[src/core/mhbp_pkg.sv]
// Purpose: shared constants and carriers for the muxed host bus port
// Assumes: 8-bit multiplexed address/data bus, strobes sampled on sys_clk
// Notes: strobe pins pass a two-flop synchroniser before any logic reads them
package mhbp_pkg;
    localparam int unsigned MHBP_DATA_W = 8;
    localparam int unsigned MHBP_ADDR_W = 8;
    localparam int unsigned MHBP_SYNC_STAGES = 2;
    localparam logic [7:0] MHBP_ADDR_RST = 8'h00;
    localparam logic [7:0] MHBP_DATA_RST = 8'h00;
    // strobe pin bundle before and after synchronisation, all four active low
    typedef struct packed {
        logic cs_n;
        logic address_latch_strobe_n;
        logic read_strobe_n;
        logic write_strobe_n;
    } mhbp_strobe_t;
    // internal register access request
    typedef struct packed {
        logic rd_start;
        logic wr_start;
        logic wr_commit;
        logic [7:0] addr;
        logic [7:0] wdata;
    } mhbp_req_t;
    typedef enum logic [1:0] {
        MHBP_IDLE,
        MHBP_ADDR,
        MHBP_DATA
    } mhbp_phase_t;
endpackage

[src/core/mhbp_sync.sv]
// Purpose: two-flop synchroniser for a group of pin inputs
// Assumes: inputs asynchronous to sys_clk
// Notes: first stage is read only by the second stage
module mhbp_sync
    import mhbp_pkg::*;
#(
    parameter int unsigned WIDTH = 1,
    parameter logic [WIDTH-1:0] RST_VAL = '0
) (
    // clock and reset
    input wire logic sys_clk,
    input wire logic reset,
    input wire logic clk_en,
    // data
    input wire logic [WIDTH-1:0] async_in,
    output logic [WIDTH-1:0] sync_out
);
    logic [WIDTH-1:0] meta_q;
    logic [WIDTH-1:0] sync_q;

    always_ff @(posedge sys_clk) begin
        if (reset) begin
            meta_q <= RST_VAL;
            sync_q <= RST_VAL;
        end else if (clk_en) begin
            meta_q <= async_in;
            sync_q <= meta_q;
        end
    end

    assign sync_out = sync_q;
endmodule

[src/core/mhbp_port.sv]
// Purpose: device-side multiplexed address/data host bus port
// Assumes: host strobes are slow relative to sys_clk (several cycles each)
// Notes: register file lives outside; this block issues start/commit pulses
// Summary of operation
// - address on ad lines captured at address latch strobe rising edge, held.
// - after address latch strobe rises, ad lines carry data, not address.
// - read strobe falling edge starts internal read of latched register.
// - device drives read byte on bus; host samples at read strobe rise.
// - write strobe fall starts write; its rise stores bus byte at address.
// - access begins at chip select fall; strobe chosen decides read/write.
module mhbp_port
    import mhbp_pkg::*;
(
    // clock, reset, enable
    input wire logic sys_clk,
    input wire logic reset,
    input wire logic clk_en,
    // host pins
    input wire logic cs_n,
    input wire logic address_latch_strobe_n,
    input wire logic read_strobe_n,
    input wire logic write_strobe_n,
    input wire logic [MHBP_DATA_W-1:0] ad_in,
    output logic [MHBP_DATA_W-1:0] ad_out,
    output logic ad_oe,
    // internal register side
    output logic rd_start,
    output logic wr_start,
    output logic wr_commit,
    output logic [MHBP_ADDR_W-1:0] reg_addr,
    output logic [MHBP_DATA_W-1:0] reg_wdata,
    input wire logic [MHBP_DATA_W-1:0] reg_rdata,
    output logic access_active
);
    // ------------------------------------------------------------
    // synchronisers
    // ------------------------------------------------------------
    mhbp_strobe_t pins_raw;
    mhbp_strobe_t pins_s;
    mhbp_strobe_t pins_q;
    logic [MHBP_DATA_W-1:0] ad_s;
    mhbp_req_t req_d;
    mhbp_phase_t phase_q;
    logic [MHBP_ADDR_W-1:0] addr_q;
    logic [MHBP_DATA_W-1:0] wdata_q;
    logic [MHBP_DATA_W-1:0] rdata_q;
    logic rd_start_q;
    logic wr_start_q;
    logic wr_commit_q;
    logic reading_q;
    logic cs_fall;
    logic ala_rise;
    logic rd_fall;
    logic rd_rise;
    logic wr_fall;
    logic wr_rise;

    assign pins_raw.cs_n = cs_n;
    assign pins_raw.address_latch_strobe_n = address_latch_strobe_n;
    assign pins_raw.read_strobe_n = read_strobe_n;
    assign pins_raw.write_strobe_n = write_strobe_n;

    mhbp_sync #(.WIDTH(4), .RST_VAL(4'hf)) u_sync_strb (
        .sys_clk(sys_clk),
        .reset(reset),
        .clk_en(clk_en),
        .async_in(pins_raw),
        .sync_out(pins_s)
    );

    // ad is sampled through the same depth so data lines up with strobes
    mhbp_sync #(.WIDTH(MHBP_DATA_W), .RST_VAL(MHBP_DATA_RST)) u_sync_ad (
        .sys_clk(sys_clk),
        .reset(reset),
        .clk_en(clk_en),
        .async_in(ad_in),
        .sync_out(ad_s)
    );

    // ------------------------------------------------------------
    // edge detection on synchronised strobes
    // ------------------------------------------------------------
    // reset to the idle level of each pin, so no false edge follows reset
    always_ff @(posedge sys_clk) begin
        if (reset) begin
            pins_q <= 4'hf;
        end else if (clk_en) begin
            pins_q <= pins_s;
        end
    end

    assign cs_fall = pins_q.cs_n & ~pins_s.cs_n;
    assign ala_rise = ~pins_q.address_latch_strobe_n & pins_s.address_latch_strobe_n;
    assign rd_fall = pins_q.read_strobe_n & ~pins_s.read_strobe_n;
    assign rd_rise = ~pins_q.read_strobe_n & pins_s.read_strobe_n;
    assign wr_fall = pins_q.write_strobe_n & ~pins_s.write_strobe_n;
    assign wr_rise = ~pins_q.write_strobe_n & pins_s.write_strobe_n;

    // ------------------------------------------------------------
    // access phase
    // ------------------------------------------------------------
    always_ff @(posedge sys_clk) begin
        if (reset) begin
            phase_q <= MHBP_IDLE;
        end else if (clk_en) begin
            case (phase_q)
                MHBP_IDLE: begin
                    if (cs_fall) begin
                        phase_q <= MHBP_ADDR;
                    end
                end
                MHBP_ADDR: begin
                    if (pins_s.cs_n) begin
                        phase_q <= MHBP_IDLE;
                    end else if (ala_rise) begin
                        phase_q <= MHBP_DATA;
                    end
                end
                MHBP_DATA: begin
                    // a new address strobe low restarts the address phase
                    if (pins_s.cs_n) begin
                        phase_q <= MHBP_IDLE;
                    end else if (~pins_s.address_latch_strobe_n) begin
                        phase_q <= MHBP_ADDR;
                    end
                end
                default: begin
                    phase_q <= MHBP_IDLE;
                end
            endcase
        end
    end

    // ------------------------------------------------------------
    // address latch
    // ------------------------------------------------------------
    always_ff @(posedge sys_clk) begin
        if (reset) begin
            addr_q <= MHBP_ADDR_RST;
        end else if (clk_en && phase_q == MHBP_ADDR && !pins_s.cs_n && ala_rise) begin
            addr_q <= ad_s;
        end
    end

    // ------------------------------------------------------------
    // request generation
    // ------------------------------------------------------------
    always_comb begin
        req_d = '0;
        req_d.addr = addr_q;
        req_d.wdata = ad_s;
        if (phase_q == MHBP_DATA && !pins_s.cs_n) begin
            req_d.rd_start = rd_fall;
            req_d.wr_start = wr_fall;
            req_d.wr_commit = wr_rise;
        end
    end

    always_ff @(posedge sys_clk) begin
        if (reset) begin
            rd_start_q <= 1'b0;
            wr_start_q <= 1'b0;
            wr_commit_q <= 1'b0;
        end else if (clk_en) begin
            rd_start_q <= req_d.rd_start;
            wr_start_q <= req_d.wr_start;
            wr_commit_q <= req_d.wr_commit;
        end
    end

    // the byte is taken on the same edge as the commit pulse, so it is
    // already valid while the pulse stands
    always_ff @(posedge sys_clk) begin
        if (reset) begin
            wdata_q <= MHBP_DATA_RST;
        end else if (clk_en && req_d.wr_commit) begin
            wdata_q <= req_d.wdata;
        end
    end

    // ------------------------------------------------------------
    // read data and bus drive
    // ------------------------------------------------------------
    // the byte is fetched one cycle after the start pulse so the register
    // side has a full cycle to present it
    always_ff @(posedge sys_clk) begin
        if (reset) begin
            rdata_q <= MHBP_DATA_RST;
        end else if (clk_en && rd_start_q) begin
            rdata_q <= reg_rdata;
        end
    end

    // set wins over clear, so a start always opens the drive window
    always_ff @(posedge sys_clk) begin
        if (reset) begin
            reading_q <= 1'b0;
        end else if (clk_en) begin
            if (rd_start_q) begin
                reading_q <= 1'b1;
            end else if (rd_rise || pins_s.cs_n || phase_q != MHBP_DATA) begin
                reading_q <= 1'b0;
            end
        end
    end

    // ------------------------------------------------------------
    // outputs
    // ------------------------------------------------------------
    // only synchronised pins gate the drive: it lingers two cycles after the
    // read strobe or chip select rises, so the host must not drive back sooner
    assign ad_oe = reading_q & (phase_q == MHBP_DATA) & ~pins_s.cs_n
        & ~pins_s.read_strobe_n;
    assign ad_out = rdata_q;

    assign rd_start = rd_start_q;
    assign wr_start = wr_start_q;
    assign wr_commit = wr_commit_q;
    assign reg_addr = addr_q;
    assign reg_wdata = wdata_q;
    assign access_active = (phase_q != MHBP_IDLE);
endmodule

[config.mk]
export PLATFORM = sky130hd
export DESIGN_NAME = mhbp_port
export DESIGN_NICKNAME = d
export VERILOG_FILES = /design/src/core/mhbp_pkg.sv /design/src/core/mhbp_sync.sv /design/src/core/mhbp_port.sv
export SDC_FILE = /design/constraint.sdc
export NUM_CORES = 1
export LEC_CHECK = 0
export BUFFER_PORTS_ARGS = -buffer_cell sky130_fd_sc_hd__buf_2
export CAP_MARGIN = 10
export CORE_MARGIN = 2
export CORE_UTILIZATION = 48
export DETAILED_ROUTE_END_ITERATION = 16
export PLACE_DENSITY = 0.75
export SLEW_MARGIN = 20
export SYNTH_ARGS = -nofsm -noshare
export SYNTH_HDL_FRONTEND = slang
export SYNTH_SLANG_ARGS = --single-unit
[constraint.sdc]
create_clock -name sys_clk -period 1.25 [get_ports sys_clk]
set_clock_uncertainty 0.15 [all_clocks]
set_input_delay 0.1875 -clock sys_clk [delete_from_list [all_inputs] [get_ports sys_clk]]
set_output_delay 0.1875 -clock sys_clk [all_outputs]
set_load 0.01 [all_outputs]
==> results.json <==
{
  "crit_end": "ad_oe",
  "drt_wl_total_mm": 5.23,
  "period_share": 1.26,
  "required_ps": 910,
  "synth_top_area_cell": "dfxtp_1",
  "dr.first_iter.drc_count": 81,
  "post-place-ws_ps": -157,
  "grt_pass1_vias": 1799,
  "layout.nets": 339,
  "clk_root_buffer_cell": "clkbuf_8",
  "leakagePower_nw": 1.47,
  "synth_xor_xnor_area_share": 0,
  "r2r_end": "reg_addr[2]",
  "crit_cells": 3,
  "fmax_ghz": 0.634,
  "fillers": 331,
  "synth_compound_area_frac": 0.0906,
  "final_cell_mix": "dfxtp_1, buf_2, mux2i_1, nand2b_1",
  "vias_per_cell": 5.02,
  "start_util": 0.497,
  "critical_path.endpoint_type": "primary output",
  "grt_first_pass_wirelength_mm": 8.22,
  "routedWlPerCell_um": 14.0,
  "cts.path.max_buffers": 2,
  "synthAdderAreaFrac": 0,
  "dieArea_um2": 5440,
  "hold_viol_final": 0,
  "multi_input_area_um2": 1080,
  "diodes": 0,
  "status": "finished with violations",
  "synth-simple-area-share": 0.202,
  "cts_tree": "yes",
  "synth_top_family_by_area": "simple AND/OR/NAND/NOR gates",
  "synth_mux_area_frac": 0.142,
  "powerDensity_nw_per_um2": 1280,
  "synth_edf_count": 0,
  "core_region_area_um2": 4690,
  "ant_nets": 0,
  "critPathLaunch": "u_sync_strb.sync_out[3]",
  "rsz0062_at_grt": "true",
  "first_pass_iters": 4,
  "cts_max_level": 3,
  "power.total_mw": 4.17,
  "setup_violations": 19,
  "async_flop_share": 0,
  "fin_ws_ps": -327,
  "drcViolationCount": 0,
  "yosysWarnings": 0,
  "synth_nets": 255,
  "final_common_cell": "dfxtp_1",
  "gr-total-overflow": 0,
  "cp.arrival_ps": 1240,
  "yosys.area.top_type_share": 0.498,
  "period_needed_ps": 1580,
  "syn2layout_area_growth_pct": 39.6,
  "path_max_fanout": 2,
  "portBuffers": 51,
  "cts_sinks": 58,
  "reg2reg_slack_ps": -200,
  "cp-start-kind": "flop",
  "cap_violations": 0,
  "fin_hold_ws_ps": 85.0,
  "die_h_um": 73.7,
  "seq_area_frac_synth": 0.498,
  "synth_area_um2": 2330,
  "die_x_um": 73.7,
  "antenna_found_initial": 0,
  "slew_headroom": 0.802,
  "syn_area_per_cell_um2": 10.1,
  "syn_inst": 232,
  "yosys-top-cells-area": "dfxtp_1, mux2i_1, nand2b_1",
  "grt_max_degree": 20,
  "drive_gt1_frac": 0.324,
  "io_pins": 52,
  "critPathSlowestCell": "dfxtp_4",
  "insertion_delay_ps": 330,
  "rows": 25,
  "place_congestion": 0.748,
  "reg2reg_from": "u_sync_strb.sync_out[3]",
  "r2r_cells": 5,
  "instances_no_fill": 375,
  "critical_path_class": "flop to primary output",
  "worst_pin_slew_ps": 297,
  "peakVddDrop_uv": 1070,
  "synth.distinct_cells": 31,
  "grt_util_all_layers": 0.204,
  "seqCellArea_um2": 1170,
  "cts_buffers": 9,
  "synth_flop_cell": "dfxtp_1",
  "worstPathCellList": "nor4b_4 > and2_1 > buf_2",
  "synth_seq_cells": 58,
  "clk_pin_slew_worst_paths_ps": 70,
  "violations": "setup timing",
  "via_count": 1883,
  "crit_buf_inv": 1,
  "slew_viol_final": 0,
  "path_delay_family": "simple AND/OR/NAND/NOR gates",
  "min_path_type": "input pin to flop",
  "dp_cells": 337,
  "cpPeakStageDelay_ps": 350,
  "dp_hpwl_mm": 3.10
}
[worst register-to-register path, cell delays in order (launching register included)]
cell	delay (ps)
dfxtp_4	350
buf_4	160
nor2b_4	130
and4b_1	250
buf_12	150
mux2i_1	190
[metrics by stage]
step                      setup TNS [ps]   util  instance area [µm²]
after detailed placement           -1050  0.580                 2720
final                              -2260  0.694                 3260
after floorplan                        0      -                 2330
after global placement              -588  0.580                 2720
after global routing               -3020  0.694                 3260
after CTS                          -1930  0.689                 3230
[synthesized netlist by cell type, drive strengths merged, types with 2 or more instances]
| cell | n |
|---|---|
| and2 | 2 |
| nand2 | 22 |
| nor2 | 18 |
| mux2i | 33 |
| inv | 3 |
| buf | 16 |
| clkbuf | 6 |
| a211o | 10 |
| nor2b | 13 |
| nand2b | 24 |
| a21oi | 13 |
| dfxtp | 58 |
[repair_timing]
action / CTS / global route
resized for setup: 17 / 7
cloned: 1 / 0
hold endpoints to repair: 20 / 0
setup buffers: 3 / 0
setup endpoints to repair: 22 / 23
hold buffers: 20 / 0
pin swaps: 6 / 4
[kinds of logic after synthesis]
| logic type | count (synthesis) |
|---|---|
| muxes | 33 |
| and+or+nand+nor | 86 |
| DFF | 58 |
| buffers and inverters | 25 |
| AOI/OAI and AO/OA | 30 |
[report_power, final]
group          internal [mW]  switching [mW]  total (mW)  leakage [nW]
combinational          0.195           0.139       0.333         0.884
clock                   1.17           0.732        1.90         0.109
sequential              1.90          0.0344        1.93         0.474
[metal layers]
layer / GRT usage / routed length [µm]
met3: 0.0768 / 250
met2: 0.313 / 2510
met1: 0.245 / 2360
met5: 0 / 0
met4: 0.111 / 122
[registers in the layout, indices dropped and copies added, names as in the netlist]
name / count
reg_wdata: 8
wr_start: 1
phase_q: 2
u_sync_strb.sync_out: 4
rd_start: 1
wr_commit: 1
reg_addr: 8
u_sync_ad.meta_q: 8
ad_out: 8
u_sync_ad.sync_out: 8
pins_q: 4
u_sync_strb.meta_q: 4
reading_q: 1
[area by class of cell]
type / count / area share
flip-flops and latches: 58 / 0.361
multi-input cells: 150 / 0.331
repair buffers: 94 / 0.217
clock buffers: 11 / 0.0434
clock inverters: 5 / 0.0238
well taps: 54 / 0.0207
inverters: 3 / 0.00346
[how the worst min path moves through the flow]
stage                                  to              startpoint  slack, ps  depth (start not counted)
floorplan           u_sync_strb.meta_q[0]          write_strobe_n        160                          1
global placement    u_sync_strb.meta_q[3]                    cs_n        250                          2
detailed placement  u_sync_strb.meta_q[2]  address_latch_strobe_n        250                          2
CTS                             wr_commit                   reset         70                          2
global route                    wr_commit                   reset         80                          2
finish                          wr_commit                   reset         90                          2
No activity file was read; power rests on OpenSTA's default activity.
